File: src/hdl/pwc_regs.svh
`ifndef PWC_REGS_SVH
`define PWC_REGS_SVH
// ---------------------------------------------------------
// register offsets
// ---------------------------------------------------------
`define PWC_CPC_ADDR 8'hE8
`define PWC_P0WE_ADDR 8'hE9
`define PWC_P1WE_ADDR 8'hEA
`define PWC_P0OUT_ADDR 8'hE4
`define PWC_P0IN_ADDR 8'hE5
`define PWC_P0CA_ADDR 8'hE6
`define PWC_P0CB_ADDR 8'hE7
`define PWC_P1OUT_ADDR 8'hE0
`define PWC_P1IN_ADDR 8'hE1
`define PWC_P1CA_ADDR 8'hE2
`define PWC_P1CB_ADDR 8'hE3
`define PWC_STAT_ADDR 8'hD0
`define PWC_MASK_ADDR 8'hD1
`define PWC_ACLS_ADDR 8'hD2
// ---------------------------------------------------------
// clock_power_control fields, reset values
// ---------------------------------------------------------
`define PWC_CPC_PDN 7
`define PWC_CPC_TWAKE 6
`define PWC_CPC_CKSEL 2
`define PWC_CPC_SKEEP 1
`define PWC_CPC_FSTOP 0
`define PWC_CPC_WMASK 8'hC7
`define PWC_CPC_RST 8'h00
`define PWC_REG_RST 8'h00
// wake status bits
`define PWC_ST_IO 0
`define PWC_ST_TMR 1
`define PWC_ST_AUD 2
`define PWC_ST_PDN 3
`endif

File: src/hdl/pwc_pkg.sv
package pwc_pkg;
    // power-down sequencer states
    typedef enum logic [1:0] {
        PWC_ACTIVE = 2'b00,
        PWC_SLEEP = 2'b01,
        PWC_IDLE = 2'b10,
        PWC_RESUME = 2'b11
    } pwc_state_t;
    // register byte
    typedef logic [7:0] pwc_byte_t;
endpackage

File: src/hdl/pwc_pd_if.sv
`timescale 1ns/100ps
`default_nettype none
interface pwc_pd_if;
    import pwc_pkg::*;
    logic pd_req; // power-down request bit
    logic fast_stop; // fast_osc_stop bit
    logic slow_keep; // slow_osc_keep bit
    logic clk_sel_slow; // resume clock selector
    logic io_wake; // qualified pin match
    logic timer_wake; // qualified timer request
    logic audio_wake; // audio detector event
    pwc_state_t state; // sequencer state
    logic wake_ack; // accepted wake, one cycle
    logic freeze; // core frozen
    logic fast_en; // fast oscillator enable
    logic slow_en; // slow oscillator enable
    logic timer_en; // second timer clock enable
    logic clk_slow; // core runs on slow clock
    modport ctl (output pd_req, fast_stop, slow_keep, clk_sel_slow,
        io_wake, timer_wake, audio_wake, input state, wake_ack,
        freeze, fast_en, slow_en, timer_en, clk_slow);
    modport fsm (input pd_req, fast_stop, slow_keep, clk_sel_slow,
        io_wake, timer_wake, audio_wake, output state, wake_ack,
        freeze, fast_en, slow_en, timer_en, clk_slow);
endinterface
`default_nettype wire

File: src/hdl/pwc_io_wake.sv
`timescale 1ns/100ps
`default_nettype none
module pwc_io_wake #(
    parameter int W = 8
) (
    input wire logic clk, // core clock
    input wire logic rst_b, // async reset, active low
    input wire logic [W-1:0] pin_in, // pin levels
    input wire logic [W-1:0] out_latch, // output register
    input wire logic [W-1:0] wake_en, // per-pin enable
    input wire logic [W-1:0] is_output, // pin driven as output
    output logic match // some enabled input pin matches
);
    // registered so the sequencer sees a clean level
    always_ff @(posedge clk or negedge rst_b)
    begin
        if (!rst_b)
            match <= 1'b0;
        else
            match <= |(wake_en & ~is_output & ~(pin_in ^ out_latch));
    end
endmodule
`default_nettype wire

File: src/hdl/pwc_power_fsm.sv
`timescale 1ns/100ps
`default_nettype none
module pwc_power_fsm
    import pwc_pkg::*;
(
    input wire logic clk, // core clock
    input wire logic rst_b, // async reset, active low
    pwc_pd_if.fsm pd // request and wake side
);
    pwc_state_t next_state; // state after this edge
    logic asleep; // next state is a power-down state
    // ---------------------------------------------------------
    // next state
    // ---------------------------------------------------------
    always_comb
    begin
        next_state = pd.state;
        pd.wake_ack = 1'b0;
        case (pd.state)
            PWC_ACTIVE:
                if (pd.pd_req)
                    next_state = (pd.fast_stop && !pd.slow_keep) ?
                        PWC_SLEEP : PWC_IDLE;
            PWC_SLEEP:
                if (pd.io_wake)
                begin
                    next_state = PWC_RESUME;
                    pd.wake_ack = 1'b1;
                end
            PWC_IDLE:
                if (pd.io_wake || pd.timer_wake || pd.audio_wake)
                begin
                    next_state = PWC_RESUME;
                    pd.wake_ack = 1'b1;
                end
            default:
                next_state = PWC_ACTIVE;
        endcase
    end
    assign asleep = (next_state == PWC_SLEEP) || (next_state == PWC_IDLE);
    // ---------------------------------------------------------
    // state and clock controls; reset drops any power-down
    // ---------------------------------------------------------
    always_ff @(posedge clk or negedge rst_b)
    begin
        if (!rst_b)
        begin
            pd.state <= PWC_ACTIVE;
            pd.freeze <= 1'b0;
            pd.fast_en <= 1'b1;
            pd.slow_en <= 1'b1;
            pd.timer_en <= 1'b1;
            pd.clk_slow <= 1'b0;
        end
        else
        begin
            pd.state <= next_state;
            pd.freeze <= asleep;
            pd.fast_en <= !(asleep && pd.fast_stop);
            pd.slow_en <= (next_state == PWC_SLEEP) ? 1'b0 :
                (next_state == PWC_IDLE) ? pd.slow_keep : 1'b1;
            pd.timer_en <= (next_state != PWC_SLEEP);
            if (!asleep)
                pd.clk_slow <= pd.clk_sel_slow;
        end
    end
endmodule
`default_nettype wire

File: src/hdl/pwc_power_wakeup_control.sv
`timescale 1ns/100ps
`include "pwc_regs.svh"
`default_nettype none
module pwc_power_wakeup_control
    import pwc_pkg::*;
#(
    parameter int PORT_W = 8
) (
    input wire logic clk, // core clock, 250 MHz
    input wire logic rst_b, // async reset, active low
    input wire logic [7:0] reg_addr, // register address
    input wire logic [7:0] reg_wdata, // write data
    input wire logic reg_wr, // write strobe
    input wire logic reg_rd, // read strobe
    output logic [7:0] reg_rdata, // read data, cycle after strobe
    output logic irq, // unmasked wake status pending
    input wire logic [PORT_W-1:0] port0_in, // port 0 pin levels
    output logic [PORT_W-1:0] port0_out, // port 0 drive value
    output logic [PORT_W-1:0] port0_oe_b, // port 0 enable, low drives
    input wire logic [PORT_W-1:0] port1_in, // port 1 pin levels
    output logic [PORT_W-1:0] port1_out, // port 1 drive value
    output logic [PORT_W-1:0] port1_oe_b, // port 1 enable, low drives
    input wire logic second_timer_wake, // timer overflow request
    input wire logic audio_wake, // audio detector event
    output logic [7:0] audio_class_sel, // sound class to detect
    output logic cpu_freeze, // core held frozen
    output logic cpu_clk_slow, // core on slow clock
    output logic fast_osc_en, // fast oscillator enable
    output logic slow_osc_en, // slow oscillator enable
    output logic second_timer_en, // second timer runs
    output logic pdn_pin, // power-down request pin
    output logic ext_bus_oe_b, // external bus enable, low drives
    output logic ext_bus_pullup // weak pull-ups on external bus
);
    // ---------------------------------------------------------
    // register storage
    // ---------------------------------------------------------
    pwc_byte_t clock_power_control; // mode and clock bits
    pwc_byte_t port0_wake_enable; // per-pin wake enable, port 0
    pwc_byte_t port1_wake_enable; // per-pin wake enable, port 1
    pwc_byte_t port0_out_latch; // port 0 output register
    pwc_byte_t port0_ctl_a; // port 0 control A
    pwc_byte_t port0_ctl_b; // port 0 control B
    pwc_byte_t port1_out_latch; // port 1 output register
    pwc_byte_t port1_ctl_a; // port 1 control A
    pwc_byte_t port1_ctl_b; // port 1 control B
    pwc_byte_t wake_status; // sticky events
    pwc_byte_t wake_mask; // interrupt mask
    pwc_byte_t audio_class; // selected sound class
    // ---------------------------------------------------------
    // internal nets
    // ---------------------------------------------------------
    logic [PORT_W-1:0] port0_is_out; // port 0 pins set as outputs
    logic [PORT_W-1:0] port1_is_out; // port 1 pins set as outputs
    logic port0_match; // registered pin match, port 0
    logic port1_match; // registered pin match, port 1
    logic pd_req; // power-down request bit
    logic wake_ack; // accepted wake this cycle
    pwc_byte_t status_set; // events that set status this cycle
    pwc_byte_t status_clr; // write-one-to-clear pattern
    pwc_byte_t next_rdata; // read mux output
    pwc_pd_if pd(); // link to the sequencer

    // ---------------------------------------------------------
    // helpers
    // ---------------------------------------------------------
    // write hit on one register address
    function automatic logic wr_hit(input logic [7:0] a);
        return reg_wr && (reg_addr == a);
    endfunction

    // output direction: both control bits high makes an output
    function automatic logic [PORT_W-1:0] out_mode(
        input logic [PORT_W-1:0] a,
        input logic [PORT_W-1:0] b);
        return a & b;
    endfunction

    // ---------------------------------------------------------
    // clock_power_control
    // ---------------------------------------------------------
    // hardware clears the request bit when a wake is accepted;
    // the core is frozen then, so no write competes with it
    always_ff @(posedge clk or negedge rst_b)
    begin
        if (!rst_b)
            clock_power_control <= `PWC_CPC_RST;
        else if (wake_ack)
            clock_power_control[`PWC_CPC_PDN] <= 1'b0;
        else if (wr_hit(`PWC_CPC_ADDR))
            clock_power_control <= reg_wdata & `PWC_CPC_WMASK;
    end

    assign pd_req = clock_power_control[`PWC_CPC_PDN];

    // ---------------------------------------------------------
    // wake enable registers
    // ---------------------------------------------------------
    // one register per port, one bit per pin
    always_ff @(posedge clk or negedge rst_b)
    begin
        if (!rst_b)
        begin
            port0_wake_enable <= `PWC_REG_RST;
            port1_wake_enable <= `PWC_REG_RST;
        end
        else
        begin
            if (wr_hit(`PWC_P0WE_ADDR))
                port0_wake_enable <= reg_wdata;
            if (wr_hit(`PWC_P1WE_ADDR))
                port1_wake_enable <= reg_wdata;
        end
    end

    // ---------------------------------------------------------
    // port output and control registers
    // ---------------------------------------------------------
    // the output latch doubles as the wake polarity level
    always_ff @(posedge clk or negedge rst_b)
    begin
        if (!rst_b)
        begin
            port0_out_latch <= `PWC_REG_RST;
            port0_ctl_a <= `PWC_REG_RST;
            port0_ctl_b <= `PWC_REG_RST;
            port1_out_latch <= `PWC_REG_RST;
            port1_ctl_a <= `PWC_REG_RST;
            port1_ctl_b <= `PWC_REG_RST;
        end
        else
        begin
            if (wr_hit(`PWC_P0OUT_ADDR))
                port0_out_latch <= reg_wdata;
            if (wr_hit(`PWC_P0CA_ADDR))
                port0_ctl_a <= reg_wdata;
            if (wr_hit(`PWC_P0CB_ADDR))
                port0_ctl_b <= reg_wdata;
            if (wr_hit(`PWC_P1OUT_ADDR))
                port1_out_latch <= reg_wdata;
            if (wr_hit(`PWC_P1CA_ADDR))
                port1_ctl_a <= reg_wdata;
            if (wr_hit(`PWC_P1CB_ADDR))
                port1_ctl_b <= reg_wdata;
        end
    end

    // ---------------------------------------------------------
    // pin drive
    // ---------------------------------------------------------
    // the latch value always sits on the data line; only the
    // enable decides whether it reaches the pin
    assign port0_is_out = out_mode(port0_ctl_a, port0_ctl_b);
    assign port1_is_out = out_mode(port1_ctl_a, port1_ctl_b);
    assign port0_out = port0_out_latch;
    assign port1_out = port1_out_latch;
    assign port0_oe_b = ~port0_is_out;
    assign port1_oe_b = ~port1_is_out;

    // ---------------------------------------------------------
    // audio class and interrupt mask
    // ---------------------------------------------------------
    always_ff @(posedge clk or negedge rst_b)
    begin
        if (!rst_b)
        begin
            audio_class <= `PWC_REG_RST;
            wake_mask <= `PWC_REG_RST;
        end
        else
        begin
            if (wr_hit(`PWC_ACLS_ADDR))
                audio_class <= reg_wdata;
            if (wr_hit(`PWC_MASK_ADDR))
                wake_mask <= reg_wdata;
        end
    end

    assign audio_class_sel = audio_class;

    // ---------------------------------------------------------
    // pin match detectors
    // ---------------------------------------------------------
    pwc_io_wake #(
        .W(PORT_W)
    ) u_port0_wake (
        .clk(clk),
        .rst_b(rst_b),
        .pin_in(port0_in),
        .out_latch(port0_out_latch),
        .wake_en(port0_wake_enable),
        .is_output(port0_is_out),
        .match(port0_match)
    );

    pwc_io_wake #(
        .W(PORT_W)
    ) u_port1_wake (
        .clk(clk),
        .rst_b(rst_b),
        .pin_in(port1_in),
        .out_latch(port1_out_latch),
        .wake_en(port1_wake_enable),
        .is_output(port1_is_out),
        .match(port1_match)
    );

    // ---------------------------------------------------------
    // sequencer hookup
    // ---------------------------------------------------------
    // the timer request only counts while its enable bit is set;
    // a request flag left high by software is taken again as a level and wakes idle at once
    assign pd.pd_req = pd_req;
    assign pd.fast_stop = clock_power_control[`PWC_CPC_FSTOP];
    assign pd.slow_keep = clock_power_control[`PWC_CPC_SKEEP];
    assign pd.clk_sel_slow = clock_power_control[`PWC_CPC_CKSEL];
    assign pd.io_wake = port0_match || port1_match;
    assign pd.timer_wake = second_timer_wake &&
        clock_power_control[`PWC_CPC_TWAKE];
    assign pd.audio_wake = audio_wake;
    assign wake_ack = pd.wake_ack;

    pwc_power_fsm u_fsm (
        .clk(clk),
        .rst_b(rst_b),
        .pd(pd)
    );

    // ---------------------------------------------------------
    // power outputs
    // ---------------------------------------------------------
    assign cpu_freeze = pd.freeze;
    assign cpu_clk_slow = pd.clk_slow;
    assign fast_osc_en = pd.fast_en;
    assign slow_osc_en = pd.slow_en;
    assign second_timer_en = pd.timer_en;
    assign pdn_pin = pd_req;
    // bus released and pulled high for as long as pdn stands
    assign ext_bus_oe_b = pd_req;
    assign ext_bus_pullup = pd_req;

    // ---------------------------------------------------------
    // wake status and interrupt
    // ---------------------------------------------------------
    // each source is recorded only when its wake is accepted,
    // so a source that the current mode ignores leaves no mark
    always_comb
    begin
        status_set = 8'h00;
        status_set[`PWC_ST_IO] = wake_ack && pd.io_wake;
        status_set[`PWC_ST_TMR] = wake_ack && pd.timer_wake &&
            (pd.state == PWC_IDLE);
        status_set[`PWC_ST_AUD] = wake_ack && pd.audio_wake &&
            (pd.state == PWC_IDLE);
        status_set[`PWC_ST_PDN] = (pd.state == PWC_ACTIVE) && pd_req;
    end

    assign status_clr = wr_hit(`PWC_STAT_ADDR) ? reg_wdata : 8'h00;

    // set beats a clear that lands in the same cycle
    always_ff @(posedge clk or negedge rst_b)
    begin
        if (!rst_b)
            wake_status <= `PWC_REG_RST;
        else
            wake_status <= (wake_status & ~status_clr) | status_set;
    end

    assign irq = |(wake_status & wake_mask);

    // ---------------------------------------------------------
    // read path
    // ---------------------------------------------------------
    // pin inputs read straight from the pins at read time
    always_comb
    begin
        if (reg_addr == `PWC_CPC_ADDR)
            next_rdata = clock_power_control;
        else if (reg_addr == `PWC_P0WE_ADDR)
            next_rdata = port0_wake_enable;
        else if (reg_addr == `PWC_P1WE_ADDR)
            next_rdata = port1_wake_enable;
        else if (reg_addr == `PWC_P0OUT_ADDR)
            next_rdata = port0_out_latch;
        else if (reg_addr == `PWC_P0IN_ADDR)
            next_rdata = port0_in;
        else if (reg_addr == `PWC_P0CA_ADDR)
            next_rdata = port0_ctl_a;
        else if (reg_addr == `PWC_P0CB_ADDR)
            next_rdata = port0_ctl_b;
        else if (reg_addr == `PWC_P1OUT_ADDR)
            next_rdata = port1_out_latch;
        else if (reg_addr == `PWC_P1IN_ADDR)
            next_rdata = port1_in;
        else if (reg_addr == `PWC_P1CA_ADDR)
            next_rdata = port1_ctl_a;
        else if (reg_addr == `PWC_P1CB_ADDR)
            next_rdata = port1_ctl_b;
        else if (reg_addr == `PWC_STAT_ADDR)
            next_rdata = wake_status;
        else if (reg_addr == `PWC_MASK_ADDR)
            next_rdata = wake_mask;
        else if (reg_addr == `PWC_ACLS_ADDR)
            next_rdata = audio_class;
        else
            next_rdata = 8'h00; // unmapped reads as zero
    end

    // data stands for one cycle after the strobe, else zero
    always_ff @(posedge clk or negedge rst_b)
    begin
        if (!rst_b)
            reg_rdata <= 8'h00;
        else if (reg_rd)
            reg_rdata <= next_rdata;
        else
            reg_rdata <= 8'h00;
    end
endmodule
`default_nettype wire

File: config.mk
export PLATFORM = sky130hd
export DESIGN_NAME = pwc_power_wakeup_control
export DESIGN_NICKNAME = d
export VERILOG_FILES = /design/src/hdl/pwc_pkg.sv /design/src/hdl/pwc_pd_if.sv /design/src/hdl/pwc_io_wake.sv /design/src/hdl/pwc_power_fsm.sv /design/src/hdl/pwc_power_wakeup_control.sv
export VERILOG_INCLUDE_DIRS = /design/src /design/src/hdl
export SDC_FILE = /design/constraint.sdc
export NUM_CORES = 1
export LEC_CHECK = 0
export BUFFER_PORTS_ARGS = -buffer_cell sky130_fd_sc_hd__clkbuf_2
export CAP_MARGIN = 20
export CORE_MARGIN = 2
export CORE_UTILIZATION = 60
export CTS_CLUSTER_DIAMETER = 200
export DETAILED_ROUTE_END_ITERATION = 10
export PLACE_DENSITY = 0.8
export SYNTH_ARGS = -nofsm -noshare
export SYNTH_HDL_FRONTEND = slang
export SYNTH_SLANG_ARGS = --single-unit
File: constraint.sdc
create_clock -name clk -period 2.6 [get_ports clk]
set_input_delay 0 -clock clk [delete_from_list [all_inputs] [get_ports clk]]
set_output_delay 0 -clock clk [all_outputs]
set_load 0.005 [all_outputs]
### Word-level counts from Yosys, hierarchy flattened

Cells that the tools add are included.

| word-level totals | value |
|---|---|
| flip-flop bits (word level) | 110 |
| input bits | 38 |
| output and inout bits | 57 |
| word-level logic and storage cells | 119 |

| cells by class | value |
|---|---|
| equality and inequality tests | 19 |
| mux-type cells | 28 |
| bitwise logic cells | 17 |
| reductions and logical operators | 33 |

Operators with widths:

| cell | count |
|---|---|
| $mux 8 | 17 |
| $eq 8x8->1 const B | 14 |
| $and 8x8->8 | 8 |
| $not 8->8 | 5 |
| $reduce_or 8->1 | 3 |
| $logic_and 1x1->1 | 21 |
| $xor 8x8->8 | 2 |
| $mux 2 | 4 |
| $or 8x4->8 | 1 |
| $pmux 2 s3 | 1 |
| $mux 1 | 5 |
| $eq 2x1->1 const B | 2 |
| $eq 2x2->1 const B | 2 |
| $logic_or 1x1->1 | 4 |
| $logic_not 1->1 | 2 |
| $logic_not 2->1 | 1 |
| $ne 2x1->1 const B | 1 |
| $pmux 1 s2 | 1 |
| $reduce_and 2->1 | 1 |
| $reduce_bool 2->1 | 1 |
| $not 1->1 | 1 |

### Logic depth before layout (Yosys ltp)

Gate-level depths: netlist (run 1).

| depth | value |
|---|---|
| depth after elaboration | 16 |
| gate-level depth with buffers | 9 |
| mapped depth without buffers | 9 |

### Modules after synthesis

Synthesis (run 1) repeated with hierarchy kept, for this count alone.

| second synthesis, totals | value |
|---|---|
| cell total of the unflattened synthesis | 597 |
| area total of the unflattened synthesis | 6,130.9 um2 |

Modules (own cells, without submodules):

| module | instances | cells each | area each (um2) |
|---|---|---|---|
| pwc_power_wakeup_control | 1 | 514 | 5,352.6 |
| pwc_power_fsm | 1 | 39 | 422.9 |
| pwc_io_wake | 2 | 22 | 177.7 |

### Worst setup path before layout (run 1)

No wires, ideal clock.

| path | value |
|---|---|
| path type | reg2reg |
| start | register u_port1_wake.match |
| end | register u_fsm.pd.clk_slow |
| library setup time | 125 ps |
| arrival | 1,665 ps |
| setup slack | 810 ps |
| stages on the path, launching flop included | 7 |
| buffers on the path | 0 |
| clock period less this slack | 1,790 ps |
| path through | dfrtp_1 -> or2_1 -> a211o_1 -> o21ai_0 -> a31o_2 -> ha_1 -> mux2_2 |

| on the way | value |
|---|---|
| cells in the longest elaborated chain, start to end | 7 |
| elaborated cells between the ends (all ways) | 9 |
| classes of those cells | eq/ne (2); mux (3); reduce/logical (4) |

RTL lines:

| item | RTL line | text |
|---|---|---|
| from (decl) | pwc_io_wake.sv:12 | `output logic match` |
| from (signal assigned) | pwc_io_wake.sv:20 | `match <= \|(wake_en & ~is_output & ~(pin_in ^ out_latch));` |
| $logic_or 1x1->1 (*) | pwc_power_wakeup_control.sv:217 | `assign pd.io_wake = port0_match \|\| port1_match;` |
| $logic_or 1x1->1 (2 in a row) | pwc_power_fsm.sv:31 | `if (pd.io_wake \|\| pd.timer_wake \|\| pd.audio_wake)` |
| $mux 2 | pwc_power_fsm.sv:31 |  |
| $pmux 2 s3 (*) | pwc_power_fsm.sv:19 | `case (pd.state)` |
| $eq 2x1->1 / $eq 2x2->1 (equally long branches) | pwc_power_fsm.sv:40 | `assign asleep = (next_state == PWC_SLEEP) \|\| (next_state == PWC_IDLE);` |
| $logic_or 1x1->1 (*) | pwc_power_fsm.sv:40 |  |
| to (signal assigned) | pwc_power_fsm.sv:64 | `pd.clk_slow <= pd.clk_sel_slow;` |
| to (decl) | pwc_pd_if.sv:24 | `freeze, fast_en, slow_en, timer_en, clk_slow);` |

Mark *: on every way between the ends. The rest lies on a longest branch, timed or not.
A chain may end at the register's enable or synchronous reset.

### Worst setup path in the final report (run 1)

| path | value |
|---|---|
| start | register u_fsm.pd.state[0] |
| end | register u_fsm.pd.clk_slow |

| on the way | value |
|---|---|
| cells in the longest elaborated chain, start to end | 4 |
| elaborated cells between the ends (all ways) | 10 |
| classes of those cells | eq/ne (4); mux (4); reduce/logical (2) |

RTL lines:

| item | RTL line | text |
|---|---|---|
| from (decl) | pwc_pd_if.sv:23 | `io_wake, timer_wake, audio_wake, output state, wake_ack,` |
| from (signal assigned) | pwc_power_fsm.sv:57 | `pd.state <= next_state;` |
| $eq 2x2->1, or another cell as far along | pwc_power_fsm.sv:19 |  |
| $pmux 2 s3 (*) | pwc_power_fsm.sv:19 |  |
| $eq 2x1->1 / $eq 2x2->1 (equally long branches) | pwc_power_fsm.sv:40 |  |
| $logic_or 1x1->1 (*) | pwc_power_fsm.sv:40 |  |

Marks and branches as above.

==> flow_summary.toml, run 1 <==
[status]
outcome = "complete, no violations"

[synthesis]
avgSynthCellArea_sq_um = 11.2
yosys_warnings = 0
synth-compound-area-share_pct = 13.1
synth_fp_nets = 586
synthCells = 541
synth_xor_xnor_area_share_pct = 2.32
synth_top_family_by_area = "multiplexers"
ys_ff_latch = 110
synth_edf_count = 0
synth_cell_type_count = 70
syn_area_sq_um = 6040
synth_async_sr_flop_share_pct = 100
yosysSeqAreaShare_pct = 45.6
synth_ff_type = "dfrtp_1"
synthMuxAreaShare_pct = 20.7
synthSimpleGateAreaFrac_pct = 13.1
synth_fa_ha_area_share_pct = 1.45

[route]
viasPerCell = 6.60
drtIter0Drc = 473
wl_per_cell_microns = 23.9
drtPass1Iterations = 6
ant_nets = 0
drcViolationCount = 0
num_vias = 5061
totalWireLength_microns = 18300

[setup_path]
endpoint_kind = "flop"
crit_fanout = 5
crit_start = "u_fsm.pd.state[0]$_DFF_PN0_"
worstSetupStartpointType = "flop"
cp_common_cell = "ha_1"
worstPathCellList = "inv_1, ha_1, o21ai_0, a31o_2, ha_1, mux2_2"
reg2reg_from = "u_fsm.pd.state[0]$_DFF_PN0_"
r2r_cells = 6
ff2ff_setup_slack_ps = 530
cpMaxStageDelayCell = "dfrtp_1"
cp.arrival_ps = 2340
max_stage_delay_ps = 460
criticalPathCategory = "flop to flop"
critPathBufInv = 1
r2r-end = "u_fsm.pd.clk_slow$_DFFE_PN0P_"
cp.required_ps = 2870
crit_family = "adder cells"

[die]
core-area_sq_um = 9770
chipHeight_microns = 104
rows = 36
initial_core_util_pct = 61.8
die-width_microns = 104
die-area_sq_um = 10900
ios = 95

[placement]
place.port_buffers = 94
dp_hpwl_microns = 13300
gp_congestion = 0.979
dpl-instance-area_sq_um = 6630
pre_cts_slack_ps = 582

[sta]
rsz0062_at_grt = "false"
relSlewSlack_pct = 54.4
slew_viol_final = 0
fin_tns_setup_ps = 0
layout_min_cycle_time_ps = 2070
timing_hold_violations_final = 0
worst_pin_slew_ps = 684
fin_worst_skew_ps = 13.2
max_freq_mhz = 483
period_share_pct = 79.6
setup-violations-final = 0
final.setup.worst_slack_ps = 531

[cts]
cts_setup_buffers = 0
cts.repair.resized = 0
clkTransAtPathRegs_ps = 90
clkSinkCount = 110
clk_path_buf_depth = 2
numCtsBuffers = 9
htreeDepth = 3
root_buffer = "clkbuf_8"
cts_tree = "built"
clk_latency_ps = 380

[cells_and_area]
syn_to_final_growth_pct = 13.6
fill_cells = 753
layout-drive-gt1-share_pct = 38.2
diodes = 0
layout.nets = 675
final_common_cell = "dfrtp_1"
final_cell_mix = "dfrtp_1 (107), clkbuf_2 (93), mux2_2 (92)"
fin_area_sq_um = 6860

[global_route]
grt_pass1_vias = 5086
grt_start_max_net_pins = 61
grt.total_usage_pct = 34.5
grt_pass1_wl_microns = 28800
grt_overflow = 0
grt_antenna_before_repair = 0

[power]
power_per_cell_area_nw_per_um2 = 567
p_leak_nw = 3.23
total_power_mw = 3.89
peakVddDrop_mv = 0.405

[min_path]
hold_start = "reg_wdata[6]"
min_path_type = "input pin to flop"
min_path_cells = 2
hold_end = "wake_status[6]$_DFF_PN0_"

[job]
drv_cap = 0
through the flow:
stage          hold WS [ps]  cells  utilization, %
3_5_place_dp           73.6    749            67.8
2_1_floorplan          -296    541               -
6_report               17.2    767            70.2
5_1_grt                49.3    767            70.2
4_1_cts                10.2    767            70.2
3_3_place_gp           66.2    749            67.8
final cells by class:
class / count / area [sq um] / area share (%)
Timing Repair Buffer: 113 / 636 / 9.26
Clock inverter: 4 / 72.6 / 1.06
Multi-Input combinational cell: 386 / 3060 / 44.6
Sequential cell: 110 / 2760 / 40.2
Clock buffer: 11 / 131 / 1.91
Inverter: 10 / 37.5 / 0.547
Tap cell: 133 / 166 / 2.42
cell usage after synthesis, drive strengths merged, types with 10 or more instances:
master | n | area (sq um)
o21ai | 17 | 85.1
a21oi | 15 | 78.8
mux2i | 15 | 150
nor2 | 29 | 156
inv | 10 | 37.5
nand3 | 26 | 130
buf | 21 | 133
mux2 | 92 | 1040
clkbuf | 14 | 52.6
xnor2 | 16 | 140
nand4 | 11 | 68.8
nand2 | 42 | 158
dfrtp | 107 | 2680
repair_timing:
| item | CTS | global route |
|---|---|---|
| setup endpoints to repair | 0 | 0 |
| hold buffers | 3 | 0 |
| endpoints found under the hold margin | 52 | 0 |
power by group:
part           switching, mW  total, mW  internal, mW
Sequential             0.127       1.99          1.86
Combinational          0.443      0.789         0.346
Clock                  0.576       1.11         0.538
how the worst max path moves through the flow:
stage,endpoint,depth (start not counted)
finish,u_fsm.pd.clk_slow$_DFFE_PN0P_,6
CTS,u_fsm.pd.clk_slow$_DFFE_PN0P_,6
floorplan,u_fsm.pd.clk_slow$_DFFE_PN0P_,6
global placement,port1_ctl_b[2]$_DFFE_PN0P_,5
global route,u_fsm.pd.clk_slow$_DFFE_PN0P_,6
detailed placement,u_fsm.pd.clk_slow$_DFFE_PN0P_,6
routing by layer:
metal,track usage [%],share of wire [%],vias to the layer above
met3,6.52,9.5,67
li1,-,-,2185
met1,47.9,41,2478
met5,0,0,-
met4,15.8,3.5,0
met2,52.8,46,331
logic make-up after synthesis:
logic type	Yosys count
XOR/XNOR	16
buffers and inverters	45
flip-flops	110
multiplexers	110
AO/OA/AOI/OAI	107
adder cells (fa/ha/maj)	7
AND/OR/NAND/NOR	146
No activity file was read; power rests on OpenSTA's default activity.
==> run 2: changes to the inputs <==
--- a/config.mk
+++ b/config.mk
@@ -9,10 +9,10 @@
 export BUFFER_PORTS_ARGS = -buffer_cell sky130_fd_sc_hd__clkbuf_2
 export CAP_MARGIN = 20
 export CORE_MARGIN = 2
-export CORE_UTILIZATION = 60
+export CORE_UTILIZATION = 52
 export CTS_CLUSTER_DIAMETER = 200
 export DETAILED_ROUTE_END_ITERATION = 10
-export PLACE_DENSITY = 0.8
+export PLACE_DENSITY = 0.73
 export SYNTH_ARGS = -nofsm -noshare
 export SYNTH_HDL_FRONTEND = slang
 export SYNTH_SLANG_ARGS = --single-unit
==> constraint.sdc (replaced) <==
create_clock -name clk -period 1.75 [get_ports clk]
set_input_delay 0 -clock clk [delete_from_list [all_inputs] [get_ports clk]]
set_output_delay 0 -clock clk [all_outputs]
set_load 0.005 [all_outputs]
==> run 2 against run 1 <==
Net effect: the flow now finishes with violations (negative setup slack); routed wire length grew 6.1%; sequential share of layout area shrank 3.8 points; final area grew 11%; largest power group unchanged.
==> flow_summary.toml, run 2 (same netlist as run 1, synthesis figures left out) <==
[status]
outcome = "finished, violations left"
violations = "negative setup slack"

[global_route]
grt_start_max_net_pins = 46
grt_overflow = 0
grt_pass1_vias = 5311
grt.total_usage_pct = 31.4
grt_antenna_before_repair = 0
grt_pass1_wl_microns = 30000

[route]
num_vias = 5289
drtIter0Drc = 573
totalWireLength_microns = 19400
drcViolationCount = 0
ant_nets = 0
drtPass1Iterations = 5
wl_per_cell_microns = 23.4
viasPerCell = 6.36

[placement]
pre_cts_slack_ps = -118
dp_hpwl_microns = 14000
dpl-instance-area_sq_um = 7090
gp_congestion = 0.969
place.port_buffers = 94

[die]
die-width_microns = 112
die-area_sq_um = 12500
ios = 95
core-area_sq_um = 11400
initial_core_util_pct = 53.1
chipHeight_microns = 112
rows = 39

[sta]
slew_viol_final = 0
layout_min_cycle_time_ps = 1900
max_freq_mhz = 526
period_share_pct = 109
setup-violations-final = 8
timing_hold_violations_final = 0
relSlewSlack_pct = 64.5
worst_pin_slew_ps = 533
fin_worst_skew_ps = 7.17
final.setup.worst_slack_ps = -152
rsz0062_at_grt = "true"
fin_tns_setup_ps = -585

[setup_path]
endpoint_kind = "flop"
cp.arrival_ps = 2160
worstSetupStartpointType = "flop"
r2r-end = "u_fsm.pd.clk_slow$_DFFE_PN0P_"
crit_fanout = 3
crit_start = "u_port1_wake.match$_DFF_PN0_"
criticalPathCategory = "flop to flop"
ff2ff_setup_slack_ps = -150
cp.required_ps = 2000
r2r_cells = 6
reg2reg_from = "u_port1_wake.match$_DFF_PN0_"

[cells_and_area]
fin_area_sq_um = 7590
diodes = 0
final_cell_mix = "dfrtp_1 (107), clkbuf_2 (93), mux2_2 (90)"
fill_cells = 881
final_common_cell = "dfrtp_1"
syn_to_final_growth_pct = 25.6
layout.nets = 728
layout-drive-gt1-share_pct = 45.3

[cts]
root_buffer = "clkbuf_16"
htreeDepth = 3
clk_path_buf_depth = 2
clkTransAtPathRegs_ps = 70
clk_latency_ps = 360
cts_tree = "built"
numCtsBuffers = 9
clkSinkCount = 110

[min_path]
min_path_type = "input pin to flop"
hold_start = "reg_wdata[6]"
hold_end = "wake_status[6]$_DFF_PN0_"
min_path_cells = 2

[power]
peakVddDrop_mv = 0.891
p_leak_nw = 3.60
power_per_cell_area_nw_per_um2 = 941
total_power_mw = 7.14

[job]
drv_cap = 0
-- run 2: cell types whose count changed in the layout (fill, tap and decap cells not counted), moves of 4 or more --
cell	previous run	this run
o21ai_0	15	10
buf_12	1	8
clkbuf_16	0	9
buf_4	16	61
ha_1	7	2
o21ai_1	2	6
clkbuf_8	9	1
-- run 2: final cells by class --
type	instances	area, sq um	area share, %
Timing Repair Buffer	166	1120	14.8
Clock buffer	10	239	3.15
Inverter	10	37.5	0.495
Clock inverter	6	116	1.53
Tap cell	143	179	2.36
Multi-Input combinational cell	386	3130	41.3
Sequential cell	110	2760	36.3
-- run 2: worst max-delay path by stage --
stage                                          to  slack (ps)  depth (start not counted)
finish              u_fsm.pd.clk_slow$_DFFE_PN0P_        -150                          6
global route        u_fsm.pd.clk_slow$_DFFE_PN0P_        -180                          6
CTS                 u_fsm.pd.clk_slow$_DFFE_PN0P_         -50                          6
detailed placement  u_fsm.pd.clk_slow$_DFFE_PN0P_        -120                          8
global placement    u_fsm.pd.clk_slow$_DFFE_PN0P_         -20                          8
floorplan           u_fsm.pd.clk_slow$_DFFE_PN0P_           7                          6
-- run 2: power breakdown --
group | leakage [nW] | internal (mW) | switching [mW]
sequential | 1.50 | 2.77 | 0.182
combinational | 1.93 | 0.884 | 0.889
clock | 0.174 | 1.45 | 0.964
total | 3.60 | 5.11 | 2.03
-- run 2: critical path: stages (launching register included) --
cell and delay (ps):
dfrtp_1 370, or2_4 260, a211o_1 280, o21ai_1 200
a31o_2 220, ha_4 210, mux2_2 260
-- run 2: stage by stage --
step / utilization, % / std cells / hold slack, ps
floorplan: - / 541 / -296
global placement: 62.4 / 807 / -1.01
detailed placement: 62.4 / 807 / 14.0
CTS: 66.1 / 830 / 34.5
global route: 66.7 / 831 / 67.4
finish: 66.7 / 831 / 51.8
-- run 2: what timing repair did --
item	4_1_cts	5_1_grt
hold buffers	3	0
gates resized for setup	5	17
hold endpoints to repair	38	0
endpoints found under the setup margin	8	8
buffers inserted	4	1
pin swaps	2	4
-- run 2: metal layers --
layer  track usage [%]  wire length [microns]
met1              43.2                   8000
met2              48.4                   9210
met3              8.06                   1710
met4              11.4                    512
met5                 0                      0
==> run 3: changes to the inputs <==
--- a/config.mk
+++ b/config.mk
@@ -6,13 +6,15 @@
 export SDC_FILE = /design/constraint.sdc
 export NUM_CORES = 1
 export LEC_CHECK = 0
+export ABC_AREA = 1
 export BUFFER_PORTS_ARGS = -buffer_cell sky130_fd_sc_hd__clkbuf_2
 export CAP_MARGIN = 20
 export CORE_MARGIN = 2
-export CORE_UTILIZATION = 52
+export CORE_UTILIZATION = 51
 export CTS_CLUSTER_DIAMETER = 200
 export DETAILED_ROUTE_END_ITERATION = 10
-export PLACE_DENSITY = 0.73
+export PLACE_DENSITY = 0.72
+export SKIP_LAST_GASP = 1
 export SYNTH_ARGS = -nofsm -noshare
 export SYNTH_HDL_FRONTEND = slang
 export SYNTH_SLANG_ARGS = --single-unit
==> run 3 against run 2 <==
Net effect: the run now ends clean; power decreased by 12%; final area is 11% lower; sequential cell count did not move; via count grew 2.0%; clock skew about the same; routed wire length fell by 12%; non-clock buffer count fell by 36; first-iteration DRC count down 19%; critical path type unchanged; largest power group unchanged.
==> flow_summary.toml, run 3 <==
[route]
routed-wl-met3_microns = 1270
drcViolationCount = 0
totalWireLength_microns = 17100
drtIter0Drc = 466
top_layer = "met4"
drtPass1Iterations = 5
wl_met2_microns = 7890
num_vias = 5397
wl_per_cell_microns = 17.4
viasPerCell = 5.50
met1_length_microns = 7300
ant_nets = 0

[sta]
rsz0062_at_grt = "false"
relSlewSlack_pct = 59.4
layout_min_cycle_time_ps = 1700
fin_worst_skew_ps = 7.50
worst_pin_slew_ps = 608
setup-violations-final = 0
max_freq_mhz = 590
timing_hold_violations_final = 0
fin_tns_setup_ps = 0
period_share_pct = 96.9
hold_ws_ps = 43.5
slew_viol_final = 0

[synthesis]
synth_area_leaders = "dfrtp_1 (47%), nand2_1 (15%), o21ai_0 (9.2%), inv_1 (4.6%), nand3_1 (4.3%)"
synth_cell_type_count = 31
yosys_warnings = 0
synth_top_cell_by_area = "dfrtp_1"
synth_async_sr_flop_share_pct = 100
syn_area_sq_um = 5640
synthMostInstantiatedCell = "nand2_1"
yosysSeqAreaShare_pct = 48.9
ys_ff_latch = 110
ys_top_cells_by_count = "nand2_1 (228), dfrtp_1 (107), o21ai_0 (104)"
synth_edf_count = 0
synth_fp_nets = 766
synth_top_area_share_pct = 47.5
synth_ff_type = "dfrtp_1"
avgSynthCellArea_sq_um = 7.82
synthCells = 721

[die]
rows = 38
ios = 95
core-area_sq_um = 10800
initial_core_util_pct = 52.2
die-width_microns = 109
chipHeight_microns = 109
die-area_sq_um = 11900

[power]
combPwrFrac_pct = 23.4
peakVddDrop_mv = 0.837
p_int_mw = 4.38
p_leak_nw = 3.38
power_per_cell_area_nw_per_um2 = 922
clock_power_share_pct = 29.7
p_sw_mw = 1.88
p_seq_share_pct = 46.9
switching_share_pct = 30.1

[setup_path]
criticalPathCategory = "flop to flop"
cp.required_ps = 2070
cpMaxStageDelayCell = "dfrtp_1"
crit_fanout = 3
crit_family = "compound AO/OA/AOI/OAI gates"
cp.arrival_ps = 2020
endpoint_kind = "flop"
worstSetupStartpointType = "flop"
worstPathCellList = "nor2_2, nand3_1, o21ai_2, a31oi_4, buf_4, buf_4, ha_1, a21oi_1"
max_stage_delay_ps = 390
cp_common_cell = "buf_4"
critPathBufInv = 2

[cts]
clk_path_buf_depth = 2
root_buffer = "clkbuf_8"
cts_tree = "built"
htreeDepth = 3
numCtsBuffers = 9
clkSinkCount = 110
clkTransAtPathRegs_ps = 100
clk_latency_ps = 390

[cells_and_area]
final_cell_mix = "nand2_1 (227), dfrtp_1 (107), o21ai_0 (99)"
syn_to_final_growth_pct = 20.4
diodes = 0
layout-drive-gt1-share_pct = 22.3
layout.nets = 882
finalNonFillerCells = 982
final_common_cell = "nand2_1"

[global_route]
grt_antenna_before_repair = 0
grt.total_usage_pct = 30.0
grt_pass1_wl_microns = 26500
grt_overflow = 0
grt_start_max_net_pins = 40
grt_pass1_vias = 5186

[placement]
dp_hpwl_microns = 12700
place.port_buffers = 94
gp_congestion = 0.979
placed_cells = 957

[status]
outcome = "complete, no violations"

[job]
drv_cap = 0

[min_path]
min_path_type = "input pin to flop"
==> run 3: worst paths after layout <==
path	from	endpoint	slack, ps	cells past startpoint
min in group asynchronous	rst_b	wake_status[1]$_DFF_PN0_	130	2
worst min-delay path	port0_in[3]	reg_rdata[3]$_DFF_PN0_	40	5
max in group asynchronous	rst_b	reg_rdata[2]$_DFF_PN0_	1010	3
worst min register to register	clock_power_control[0]$_DFFE_PN0P_	u_fsm.pd.fast_en$_DFF_PN1_	490	1
worst max-delay path	u_port1_wake.match$_DFF_PN0_	u_fsm.pd.slow_en$_DFF_PN1_	50	8
worst max register to register	u_port1_wake.match$_DFF_PN0_	u_fsm.pd.slow_en$_DFF_PN1_	50	8
==> run 3: worst register-to-register path: stages (launching register included) <==
cell and delay [ps]:
dfrtp_1 390, nor2_2 190, nand3_1 160, o21ai_2 190
a31oi_4 110, buf_4 140, buf_4 130, ha_1 200
a21oi_1 130
==> run 3: metrics by stage <==
step	util (%)	setup slack [ps]	total power, mW	cell area (sq um)
after global routing	62.9	7.07	6.57	6790
final	62.9	54.4	6.26	6790
after floorplan	-	24.0	3.57	5640
after detailed placement	59.2	-41.5	4.17	6390
after global placement	59.2	62.2	4.09	6390
after CTS	62.3	-22.1	6.17	6730
==> run 3: final cells by class <==
| class | instances | area, sq um |
|---|---|---|
| Clock buffer | 9 | 124 |
| Clock inverter | 7 | 120 |
| Fill cell | 947 | 4010 |
| Inverter | 74 | 278 |
| Multi-Input combinational cell | 512 | 2550 |
| Sequential cell | 110 | 2760 |
| Tap cell | 140 | 175 |
| Timing Repair Buffer | 130 | 783 |
==> run 3: power by group through the flow <==
stage                     clock, mW  sequential [mW]  combinational [mW]
final                          1.86             2.94                1.46
after floorplan                   0             2.95               0.618
after global placement            0             2.96                1.12
after CTS                      1.90             2.93                1.34
after global routing           1.99             2.96                1.62
after detailed placement          0             2.98                1.19
==> run 3: repair_timing <==
action | 4_1_cts | 5_1_grt
setup endpoints to repair | 2 | 9
pin swaps | 1 | 15
hold endpoints to repair | 91 | 0
gates resized for setup | 4 | 19
hold buffers | 6 | 0
buffers inserted | 1 | 2
==> run 3: logic make-up after synthesis <==
| kind of cell | Yosys count | share of synthesized area (%) |
|---|---|---|
| flip-flops | 110 | 48.9 |
| XOR/XNOR | 16 | 2.49 |
| buffers and inverters | 99 | 7.08 |
| AND/OR/NAND/NOR | 361 | 28.3 |
| AO/OA/AOI/OAI | 128 | 11.7 |
| adder cells (fa/ha/maj) | 7 | 1.55 |
==> run 3: per-layer routing <==
metal  global-route usage (%)  up-vias
met5                        0        -
met4                     15.0        0
met3                     5.20       51
met2                     46.4      223
met1                     40.5     2578
li1                         -     2545
